## config.mk

```make
export PLATFORM = sky130hd
export DESIGN_NAME = dmbd_decoder
export DESIGN_NICKNAME = d
export VERILOG_FILES = /design/src/verilog/dmbd_opcode_table.v /design/src/verilog/dmbd_branch_cond.v /design/src/verilog/dmbd_decoder.v
export VERILOG_INCLUDE_DIRS = /design/src /design/src/verilog
export SDC_FILE = /design/constraint.sdc
export NUM_CORES = 1
export LEC_CHECK = 0
export BUFFER_PORTS_ARGS = -buffer_cell sky130_fd_sc_hd__buf_4
export CORE_ASPECT_RATIO = 0.75
export CORE_MARGIN = 1.5
export CORE_UTILIZATION = 55
export CTS_BUF_LIST = sky130_fd_sc_hd__clkbuf_8
export DETAILED_ROUTE_END_ITERATION = 6
export GPL_TIMING_DRIVEN = 0
export PLACE_DENSITY = 0.93
export SLEW_MARGIN = 0
export SYNTH_ARGS = -nofsm -noshare
export SYNTH_HDL_FRONTEND = slang
export SYNTH_SLANG_ARGS = --single-unit
```

## constraint.sdc

```tcl
create_clock -name mclk -period 6 [get_ports mclk]
set_input_delay 0.9 -clock mclk [delete_from_list [all_inputs] [get_ports mclk]]
set_output_delay 0.9 -clock mclk [all_outputs]
set_load 0.05 [all_outputs]
```

## src/verilog/dmbd_regs.vh

```
// constants for the multiplier and branch group instruction decoder
`ifndef DMBD_REGS_VH
`define DMBD_REGS_VH

// instruction word fields
`define DMBD_UPPER_HI     15
`define DMBD_UPPER_LO     8
`define DMBD_MODE_BIT     7
`define DMBD_ADDR_HI      6
`define DMBD_IMM_HI       12
`define DMBD_IMM_TAG_LO   13
`define DMBD_IMM_TAG      3'h5
`define DMBD_SHIFT_HI     1
`define DMBD_SHIFT_TAG    6'h02
`define DMBD_SHIFT_RESET  2'h0

// whole-word opcodes and the upper byte they share
`define DMBD_W_ADDPROD    16'hCE15
`define DMBD_W_LDACCPROD  16'hCE14
`define DMBD_W_SUBPROD    16'hCE16
`define DMBD_W_BRACC      16'hCE25
`define DMBD_U_CTRL       8'hCE

// upper-byte opcodes
`define DMBD_U_LDPHI      8'h53
`define DMBD_U_LDMUL      8'h3C
`define DMBD_U_LDMULACC   8'h3D
`define DMBD_U_LDMULCPY   8'h3E
`define DMBD_U_LDMULMOV   8'h3F
`define DMBD_U_LDMULSUB   8'h5B
`define DMBD_U_MULACC     8'h5D
`define DMBD_U_MULACCMOV  8'h5C
`define DMBD_U_MUL        8'h38
`define DMBD_U_MULADD     8'h3A
`define DMBD_U_MULSUB     8'h3B
`define DMBD_U_MULUNS     8'hCF
`define DMBD_U_SQADD      8'h39
`define DMBD_U_SQSUB      8'h5A
`define DMBD_U_STPHI      8'h7D
`define DMBD_U_STPLO      8'h7C
`define DMBD_U_BUNC       8'hFF
`define DMBD_U_BAUX       8'hFB
`define DMBD_U_BNONNEG    8'hF4
`define DMBD_U_BPOS       8'hF1
`define DMBD_U_BNONPOS    8'hF2
`define DMBD_U_BNEG       8'hF3
`define DMBD_U_BNONZERO   8'hF5
`define DMBD_U_BFSET      8'hF9
`define DMBD_U_BFCLR      8'hF8
`define DMBD_U_BNOOVF     8'hF7
`define DMBD_U_BCSET      8'h5E
`define DMBD_U_BCCLR      8'h5F
`define DMBD_U_BIOLOW     8'hFA

// operation select codes
`define DMBD_OP_NONE      6'h00
`define DMBD_OP_ADDPROD   6'h01
`define DMBD_OP_LDACCPROD 6'h02
`define DMBD_OP_SUBPROD   6'h03
`define DMBD_OP_LDPHI     6'h04
`define DMBD_OP_LDMUL     6'h05
`define DMBD_OP_LDMULACC  6'h06
`define DMBD_OP_LDMULCPY  6'h07
`define DMBD_OP_LDMULMOV  6'h08
`define DMBD_OP_LDMULSUB  6'h09
`define DMBD_OP_MULACC    6'h0A
`define DMBD_OP_MULACCMOV 6'h0B
`define DMBD_OP_MUL       6'h0C
`define DMBD_OP_MULADD    6'h0D
`define DMBD_OP_MULSUB    6'h0E
`define DMBD_OP_MULUNS    6'h0F
`define DMBD_OP_MULIMM    6'h10
`define DMBD_OP_SQADD     6'h11
`define DMBD_OP_SQSUB     6'h12
`define DMBD_OP_STPHI     6'h13
`define DMBD_OP_STPLO     6'h14
`define DMBD_OP_SETSHIFT  6'h15
`define DMBD_OP_BRACC     6'h16
`define DMBD_OP_BUNC      6'h17
`define DMBD_OP_BAUX      6'h18
`define DMBD_OP_BNONNEG   6'h19
`define DMBD_OP_BPOS      6'h1A
`define DMBD_OP_BNONPOS   6'h1B
`define DMBD_OP_BNEG      6'h1C
`define DMBD_OP_BNONZERO  6'h1D
`define DMBD_OP_BFSET     6'h1E
`define DMBD_OP_BFCLR     6'h1F
`define DMBD_OP_BNOOVF    6'h20
`define DMBD_OP_BCSET     6'h21
`define DMBD_OP_BCCLR     6'h22
`define DMBD_OP_BIOLOW    6'h23

`endif

```

## src/verilog/dmbd_opcode_table.v

```verilog
// first-word opcode lookup for the multiplier and branch groups
`timescale 1ns/10ps
`include "dmbd_regs.vh"

module dmbd_opcode_table (
	input  wire [15:0] word,
	output reg  [5:0]  opSel,
	output reg         twoWord,
	output reg         memRef,
	output reg         isBranch,
	output reg         known
);
	wire [7:0] upper;
	assign upper = word[`DMBD_UPPER_HI:`DMBD_UPPER_LO];

	always @* begin
		opSel    = `DMBD_OP_NONE;
		twoWord  = 1'b0;
		memRef   = 1'b1;
		isBranch = 1'b0;
		case (upper)
		`DMBD_U_LDPHI:     opSel = `DMBD_OP_LDPHI;
		`DMBD_U_LDMUL:     opSel = `DMBD_OP_LDMUL;
		`DMBD_U_LDMULACC:  opSel = `DMBD_OP_LDMULACC;
		`DMBD_U_LDMULCPY:  opSel = `DMBD_OP_LDMULCPY;
		`DMBD_U_LDMULMOV:  opSel = `DMBD_OP_LDMULMOV;
		`DMBD_U_LDMULSUB:  opSel = `DMBD_OP_LDMULSUB;
		`DMBD_U_MUL:       opSel = `DMBD_OP_MUL;
		`DMBD_U_MULADD:    opSel = `DMBD_OP_MULADD;
		`DMBD_U_MULSUB:    opSel = `DMBD_OP_MULSUB;
		`DMBD_U_MULUNS:    opSel = `DMBD_OP_MULUNS;
		`DMBD_U_SQADD:     opSel = `DMBD_OP_SQADD;
		`DMBD_U_SQSUB:     opSel = `DMBD_OP_SQSUB;
		`DMBD_U_STPHI:     opSel = `DMBD_OP_STPHI;
		`DMBD_U_STPLO:     opSel = `DMBD_OP_STPLO;
		`DMBD_U_MULACC:    opSel = `DMBD_OP_MULACC;
		`DMBD_U_MULACCMOV: opSel = `DMBD_OP_MULACCMOV;
		`DMBD_U_BUNC:      opSel = `DMBD_OP_BUNC;
		`DMBD_U_BAUX:      opSel = `DMBD_OP_BAUX;
		`DMBD_U_BNONNEG:   opSel = `DMBD_OP_BNONNEG;
		`DMBD_U_BPOS:      opSel = `DMBD_OP_BPOS;
		`DMBD_U_BNONPOS:   opSel = `DMBD_OP_BNONPOS;
		`DMBD_U_BNEG:      opSel = `DMBD_OP_BNEG;
		`DMBD_U_BNONZERO:  opSel = `DMBD_OP_BNONZERO;
		`DMBD_U_BFSET:     opSel = `DMBD_OP_BFSET;
		`DMBD_U_BFCLR:     opSel = `DMBD_OP_BFCLR;
		`DMBD_U_BNOOVF:    opSel = `DMBD_OP_BNOOVF;
		`DMBD_U_BCSET:     opSel = `DMBD_OP_BCSET;
		`DMBD_U_BCCLR:     opSel = `DMBD_OP_BCCLR;
		`DMBD_U_BIOLOW:    opSel = `DMBD_OP_BIOLOW;
		`DMBD_U_CTRL: begin
			memRef = 1'b0;
			if (word == `DMBD_W_ADDPROD)
				opSel = `DMBD_OP_ADDPROD;
			else if (word == `DMBD_W_LDACCPROD)
				opSel = `DMBD_OP_LDACCPROD;
			else if (word == `DMBD_W_SUBPROD)
				opSel = `DMBD_OP_SUBPROD;
			else if (word == `DMBD_W_BRACC)
				opSel = `DMBD_OP_BRACC;
			else if (word[7:2] == `DMBD_SHIFT_TAG)
				opSel = `DMBD_OP_SETSHIFT;
		end
		default: begin
			memRef = 1'b0;
			if (word[`DMBD_UPPER_HI:`DMBD_IMM_TAG_LO] == `DMBD_IMM_TAG)
				opSel = `DMBD_OP_MULIMM;
		end
		endcase
		// two-word branch first words need bit 7 set; with it clear the word is foreign
		if (opSel >= `DMBD_OP_BUNC) begin
			isBranch = 1'b1;
			twoWord  = 1'b1;
			memRef   = 1'b0;
			if (!word[`DMBD_MODE_BIT])
				opSel = `DMBD_OP_NONE;
		end
		if (opSel == `DMBD_OP_BRACC)
			isBranch = 1'b1;
		if (opSel == `DMBD_OP_MULACC || opSel == `DMBD_OP_MULACCMOV)
			twoWord = 1'b1;
		if (opSel == `DMBD_OP_NONE) begin
			twoWord  = 1'b0;
			memRef   = 1'b0;
			isBranch = 1'b0;
		end
		known = (opSel != `DMBD_OP_NONE);
	end
endmodule

```

## src/verilog/dmbd_branch_cond.v

```verilog
// branch condition evaluation from datapath status
`timescale 1ns/10ps
`include "dmbd_regs.vh"

module dmbd_branch_cond (
	input  wire [5:0]  opSel,
	input  wire [31:0] accValue,
	input  wire        auxNonzero,
	input  wire        testControlFlag,
	input  wire        overflowFlag,
	input  wire        carryFlag,
	input  wire        ioStatus,
	output reg         taken
);
	wire accZero;
	wire accNeg;
	assign accZero = (accValue == 32'h00000000);
	assign accNeg  = accValue[31];

	always @* begin
		case (opSel)
		`DMBD_OP_BRACC:    taken = 1'b1;
		`DMBD_OP_BUNC:     taken = 1'b1;
		`DMBD_OP_BAUX:     taken = auxNonzero;
		`DMBD_OP_BNONNEG:  taken = !accNeg;
		`DMBD_OP_BPOS:     taken = !accNeg && !accZero;
		`DMBD_OP_BNONPOS:  taken = accNeg || accZero;
		`DMBD_OP_BNEG:     taken = accNeg;
		`DMBD_OP_BNONZERO: taken = !accZero;
		`DMBD_OP_BFSET:    taken = testControlFlag;
		`DMBD_OP_BFCLR:    taken = !testControlFlag;
		`DMBD_OP_BNOOVF:   taken = !overflowFlag;
		`DMBD_OP_BCSET:    taken = carryFlag;
		`DMBD_OP_BCCLR:    taken = !carryFlag;
		`DMBD_OP_BIOLOW:   taken = !ioStatus;
		default:           taken = 1'b0;
		endcase
	end
endmodule

```

## src/verilog/dmbd_decoder.v

```verilog
// multiplier and branch group instruction decoder, top level
//
// Notes on behaviour
// - opcode CE15 decodes as add product to accumulator, one word.
// - opcode CE14 decodes as copy product into accumulator, one word.
// - opcode CE16 decodes as subtract product from accumulator, one word.
// - upper byte 53 loads product high; bit 7 mode, bits 6-0 address.
// - upper bytes 3C-3F decode as the four multiplicand load variants.
// - upper byte 5B loads multiplicand and subtracts previous product.
// - upper bytes 5D, 5C are two-word multiply-accumulate; second word fetched.
// - upper bytes 38, 3A, 3B, CF decode as the multiply variants.
// - upper bytes 39 and 5A are square-add and square-subtract.
// - upper bytes 7D and 7C store product high and product low.
// - pattern CE08 plus two low bits sets product shift mode.
// - opcode CE25 branches to the address held in the accumulator.
// - FF80 and FB80 are two-word unconditional and aux-nonzero branches.
// - upper bytes F4, F1, F2, F3, F5 test accumulator sign and zero.
// - upper bytes F9 and F8 test the test-control flag set or clear.
// - upper bytes F7, 5E, 5F take no overflow, carry set, carry clear.
// - upper byte FA branches when the I/O status input is low.
`timescale 1ns/10ps
`include "dmbd_regs.vh"

module dmbd_decoder (
	input  wire        mclk,
	input  wire        rst,
	input  wire [15:0] instrWord,
	input  wire        instrValid,
	input  wire        flush,
	input  wire [31:0] accValue,
	input  wire        auxNonzero,
	input  wire        testControlFlag,
	input  wire        overflowFlag,
	input  wire        carryFlag,
	input  wire        ioStatus,
	output wire        instrReady,
	output wire        wantSecond,
	output reg         decodeValid,
	output reg  [5:0]  opSelect,
	output reg         indirectMode,
	output reg  [6:0]  directAddr,
	output reg  [12:0] immConst,
	output reg  [1:0]  shiftField,
	output reg         twoWordOp,
	output reg  [15:0] secondWord,
	output reg         isBranch,
	output reg         branchTaken,
	output reg  [15:0] branchTarget,
	output reg         memRef,
	output reg         illegalOp,
	output reg  [1:0]  productShiftMode
);
	localparam ST_FIRST  = 1'b0;
	localparam ST_SECOND = 1'b1;

	reg         state_reg;
	reg         state_next;
	reg  [15:0] held_reg;
	reg  [15:0] held_next;

	reg         valid_next;
	reg  [5:0]  op_next;
	reg         indirect_next;
	reg  [6:0]  addr_next;
	reg  [12:0] imm_next;
	reg  [1:0]  field_next;
	reg         two_next;
	reg  [15:0] second_next;
	reg         branch_next;
	reg         taken_next;
	reg  [15:0] target_next;
	reg         memref_next;
	reg         illegal_next;
	reg  [1:0]  pshift_next;

	// the word that is being decoded: the fresh one, or the held first word
	wire [15:0] firstWord;
	wire        accept;
	wire [5:0]  tabOp;
	wire        tabTwo;
	wire        tabMem;
	wire        tabBranch;
	wire        tabKnown;
	wire        condTaken;

	// the decoder never stalls fetch; ready only drops during reset
	assign instrReady = !rst;
	assign accept     = instrValid && instrReady && !flush;
	assign wantSecond = (state_reg == ST_SECOND);
	assign firstWord  = (state_reg == ST_SECOND) ? held_reg : instrWord;

	dmbd_opcode_table u_table (
		.word     (firstWord),
		.opSel    (tabOp),
		.twoWord  (tabTwo),
		.memRef   (tabMem),
		.isBranch (tabBranch),
		.known    (tabKnown)
	);

	// flags are sampled when the last word of the branch arrives
	dmbd_branch_cond u_cond (
		.opSel           (tabOp),
		.accValue        (accValue),
		.auxNonzero      (auxNonzero),
		.testControlFlag (testControlFlag),
		.overflowFlag    (overflowFlag),
		.carryFlag       (carryFlag),
		.ioStatus        (ioStatus),
		.taken           (condTaken)
	);

	always @* begin
		state_next    = state_reg;
		held_next     = held_reg;
		valid_next    = 1'b0;
		op_next       = opSelect;
		indirect_next = indirectMode;
		addr_next     = directAddr;
		imm_next      = immConst;
		field_next    = shiftField;
		two_next      = twoWordOp;
		second_next   = secondWord;
		branch_next   = isBranch;
		taken_next    = branchTaken;
		target_next   = branchTarget;
		memref_next   = memRef;
		illegal_next  = illegalOp;
		pshift_next   = productShiftMode;

		case (state_reg)
		ST_FIRST: begin
			if (accept) begin
				op_next       = tabOp;
				two_next      = tabTwo;
				branch_next   = tabBranch;
				memref_next   = tabMem;
				illegal_next  = !tabKnown;
				// mode bit and address field hold for every memory form
				indirect_next = instrWord[`DMBD_MODE_BIT];
				addr_next     = instrWord[`DMBD_ADDR_HI:0];
				imm_next      = instrWord[`DMBD_IMM_HI:0];
				field_next    = instrWord[`DMBD_SHIFT_HI:0];
				second_next   = 16'h0000;
				taken_next    = 1'b0;
				target_next   = 16'h0000;
				if (tabTwo) begin
					// finish only once the second word has been fetched
					held_next  = instrWord;
					state_next = ST_SECOND;
				end else begin
					valid_next = 1'b1;
					if (tabOp == `DMBD_OP_BRACC) begin
						taken_next  = condTaken;
						target_next = accValue[15:0];
					end
					if (tabOp == `DMBD_OP_SETSHIFT)
						pshift_next = instrWord[`DMBD_SHIFT_HI:0];
				end
			end
		end
		ST_SECOND: begin
			if (flush) begin
				// a pipeline flush abandons the half-fetched instruction
				state_next = ST_FIRST;
			end else if (accept) begin
				state_next  = ST_FIRST;
				valid_next  = 1'b1;
				second_next = instrWord;
				if (tabBranch) begin
					target_next = instrWord;
					taken_next  = condTaken;
				end
			end
		end
		default: begin
			state_next = ST_FIRST;
		end
		endcase
	end

	always @(posedge mclk) begin
		if (rst) begin
			state_reg        <= ST_FIRST;
			held_reg         <= 16'h0000;
			decodeValid      <= 1'b0;
			opSelect         <= `DMBD_OP_NONE;
			indirectMode     <= 1'b0;
			directAddr       <= 7'h00;
			immConst         <= 13'h0000;
			shiftField       <= 2'h0;
			twoWordOp        <= 1'b0;
			secondWord       <= 16'h0000;
			isBranch         <= 1'b0;
			branchTaken      <= 1'b0;
			branchTarget     <= 16'h0000;
			memRef           <= 1'b0;
			illegalOp        <= 1'b0;
			productShiftMode <= `DMBD_SHIFT_RESET;
		end else begin
			state_reg        <= state_next;
			held_reg         <= held_next;
			decodeValid      <= valid_next;
			opSelect         <= op_next;
			indirectMode     <= indirect_next;
			directAddr       <= addr_next;
			immConst         <= imm_next;
			shiftField       <= field_next;
			twoWordOp        <= two_next;
			secondWord       <= second_next;
			isBranch         <= branch_next;
			branchTaken      <= taken_next;
			branchTarget     <= target_next;
			memRef           <= memref_next;
			illegalOp        <= illegal_next;
			productShiftMode <= pshift_next;
		end
	end
endmodule

```

==> implementation parameters <==
Parameter                              Value

Logic synthesis
  Most area-hungry cell type in the Yosys netlist    sky130_fd_sc_hd__dfxtp_1
  Area share of the largest cell type after synthesis    0.328
  Number of nets in the synthesized netlist    ~600
  Number of synthesized register bits    76
  Number of synthesized flops with an enable pin    0
  Largest cells by area after synthesis    sky130_fd_sc_hd__dfxtp_1 (33%), sky130_fd_sc_hd__a21oi_1 (5.7%), sky130_fd_sc_hd__nand2_1 (5.6%)
  Synth Cell Area    between 0.004 and 0.005 sq mm
  Cells after synthesis    538
  FFs w/ async S/R, synth    0
  List of most frequent post-synthesis cells    sky130_fd_sc_hd__dfxtp_1 (76), sky130_fd_sc_hd__nand2_1 (69), sky130_fd_sc_hd__a21oi_1 (53)
  Per-instance average area after synthesis    8.63 sq um
  Count of synthesis-stage warnings from yosys    0
  Leading cell type by number of instances after synthesis    sky130_fd_sc_hd__dfxtp_1
  Library cells used by synthesis    74
  Sequential share of the synthesized area    0.328
  Primary flip-flop cell chosen by synthesis mapping    sky130_fd_sc_hd__dfxtp_1

Detailed routing
  Detailed-routing iteration count for the pre-antenna-repair pass    5
  Total number of vias    5061
  Number of remaining DRC errors    0
  Number of nets with antenna violations after detailed routing    0
  Detailed Route Iter0 Violations    640
  Final Routed Wirelength    16600 um
  Avg WL per Cell    ~21 um
  Post-detailed-route via-to-cell ratio    approximately 6.5

Timing
  Setup TNS    0 ps
  Final Hold Vio Count    0
  RSZ-0062 raised after global routing    no
  Period Utilization, post-route    0.658
  Worst Tran Pin Value    around 800 ps
  Time the final worst path needs with I/O delays and setup    3950 ps
  Clock skew after layout    approximately 12 ps
  Number of max-slew violations in the final report    0
  Max transition margin    0.482
  Max Clock Freq    about 250 MHz
  Total setup violations reported at the end of the flow    0

Clock network
  TritonCTS clock tree    built
  Largest buffer count on any clock path    2
  Maximum level of the CTS H-tree    3
  Post_cts resized    0
  Total number of clock tree sinks    76
  Clk_lat worst skew    around 360 ps
  Clock root buffer    sky130_fd_sc_hd__clkbuf_8
  CTS clk-pin slew, worst paths    ~90 ps
  Hold bufs inserted after CTS    0
  Number of post-CTS setup repair buffers    0
  Number of CTS-inserted buffers    9

Outcome
  Outcome    completed

Worst setup path
  Critical path data required time    around 6200 ps
  Kind of capture point of the worst setup path    register
  Critical path peak fanout    10
  Worst endpoint data arrival time    about 4200 ps
  Type of the worst setup path    input pin to register
  Worst-case register-to-register setup slack    roughly 2200 ps
  CP startpoint kind    input pin

Flow run
  Max-capacitance violation count    0

Global routing
  Number of global-route vias before repair    roughly 4600
  All-layer global routing usage    0.371
  Largest net degree at the start of global routing    14
  Initial antenna violation count    0
  First-pass GRT wire length    between 20000 and 25000 um
  Remaining global-route overflow    0

Power
  Max VDD drop    roughly 0.15 mV
  Ratio of total power to cell area    202 mW/mm^2
  Reported leakage power    ~2.5 nW

Placed design
  HPWL after DPL    approximately 12000 um
  Post-placement cell count    ~770
  Buffers added on ports    roughly 120
  Final weighted congestion of routability-driven global placement    just over 1

Die
  Placeable core region    between 0.008 and 0.009 sq mm
  Number of placement rows    28
  Count of boundary I/O pins    roughly 130
  Y dimension of the die    82.6 um
  Die Width    roughly 110 um
  Initial standard-cell utilization of the core    0.579
  Die footprint    about 0.009 sq mm

Layout
  N_diodes    0
  Final Instance Count excl. Fillers    between 700 and 800
  Multi-input combinational cell area    between 0.002 and 0.003 sq mm
  Number of filler instances in the final layout    slightly above 600
  Layout Area Growth over Synthesis    27.6%
  Share of final-layout standard cells stronger than drive strength 1    0.347
  Reg area    roughly 0.0015 sq mm
  Final nets    around 730

Worst hold path
  Worst hold-check path type    register to register
worst paths after layout:
path,endpoint,cells after the start,start
worst max-delay path,held_reg[9],13,instrWord[11]
worst min-delay path,secondWord[2],2,secondWord[2]
worst max register to register,held_reg[9],13,wantSecond
worst min register to register,secondWord[2],2,secondWord[2]
cell families after synthesis:
group           count (synthesis)  share of synthesized area
buf+inv                        54                     0.0679
xor+xnor                        4                    0.00755
flops                          76                      0.328
compound gates                133                      0.221
mux                            25                     0.0555
simple gates                  246                      0.320
worst max-delay path: stages:
cell	delay (ps)
sky130_fd_sc_hd__buf_4	170
sky130_fd_sc_hd__or3b_1	350
sky130_fd_sc_hd__buf_2	180
sky130_fd_sc_hd__a222oi_1	630
sky130_fd_sc_hd__a22oi_1	230
sky130_fd_sc_hd__nand4_1	190
sky130_fd_sc_hd__a2bb2oi_2	190
sky130_fd_sc_hd__or2_2	210
sky130_fd_sc_hd__a21oi_1	110
sky130_fd_sc_hd__nor3_4	470
sky130_fd_sc_hd__buf_6	260
sky130_fd_sc_hd__mux2i_1	220
sky130_fd_sc_hd__nor2_1	60
stage by stage:
step | instance area (sq um) | hold slack [ps] | worst slack, ps | power (mW) | util
after global routing | 5920 | 483 | 1900 | 1.23 | 0.738
after global placement | 5700 | 446 | 1840 | 0.751 | 0.710
after floorplan | 4640 | 476 | 2410 | 0.669 | -
final | 5920 | 457 | 2050 | 1.20 | 0.738
after detailed placement | 5700 | 450 | 1810 | 0.756 | 0.710
after CTS | 5920 | 463 | 2200 | 1.19 | 0.738
metal layers:
layer | up-vias | global-route usage | wire (um)
li1 | 2238 | - | -
met1 | 2379 | 0.475 | 6490
met2 | 373 | 0.569 | 7220
met3 | 71 | 0.146 | 2340
met4 | 0 | 0.128 | 602
met5 | - | 0 | 0
final cells by class:
cell class	count	share of cell area
Multi-Input combinational cell	408	0.474
Sequential cell	76	0.257
Timing Repair Buffer	123	0.156
Buffer	48	0.0494
Clock buffer	10	0.0232
Tap cell	105	0.0222
Clock inverter	6	0.0148
Inverter	6	0.00380
cells in the final DEF (no fill, tap or decap), types with 8 or more instances in the layout:
master                     synthesis  final
sky130_fd_sc_hd__clkbuf_1         16     16
sky130_fd_sc_hd__nor2b_4          13     13
sky130_fd_sc_hd__buf_2             9      9
sky130_fd_sc_hd__a221oi_2         16     16
sky130_fd_sc_hd__a22oi_1          11     11
sky130_fd_sc_hd__nor3_2           16     16
sky130_fd_sc_hd__o21ai_0           8      8
sky130_fd_sc_hd__nand3b_1         10     10
sky130_fd_sc_hd__nor2_1           38     38
sky130_fd_sc_hd__nand2_1          69     69
sky130_fd_sc_hd__a21oi_1          53     53
sky130_fd_sc_hd__mux2i_1          22     22
sky130_fd_sc_hd__buf_4            13    136
sky130_fd_sc_hd__nand3_1          34     34
sky130_fd_sc_hd__clkbuf_8          0     10
sky130_fd_sc_hd__nor4_1           10     10
sky130_fd_sc_hd__dfxtp_1          76     76
where the power goes:
| group | total (mW) | leakage (nW) | switching, mW | internal [mW] |
|---|---|---|---|---|
| Sequential | 0.522 | 0.615 | 0.00907 | 0.513 |
| Combinational | 0.229 | 1.73 | 0.144 | 0.0850 |
| Clock | 0.446 | 0.110 | 0.200 | 0.246 |
(Power assumes the default switching activity.)
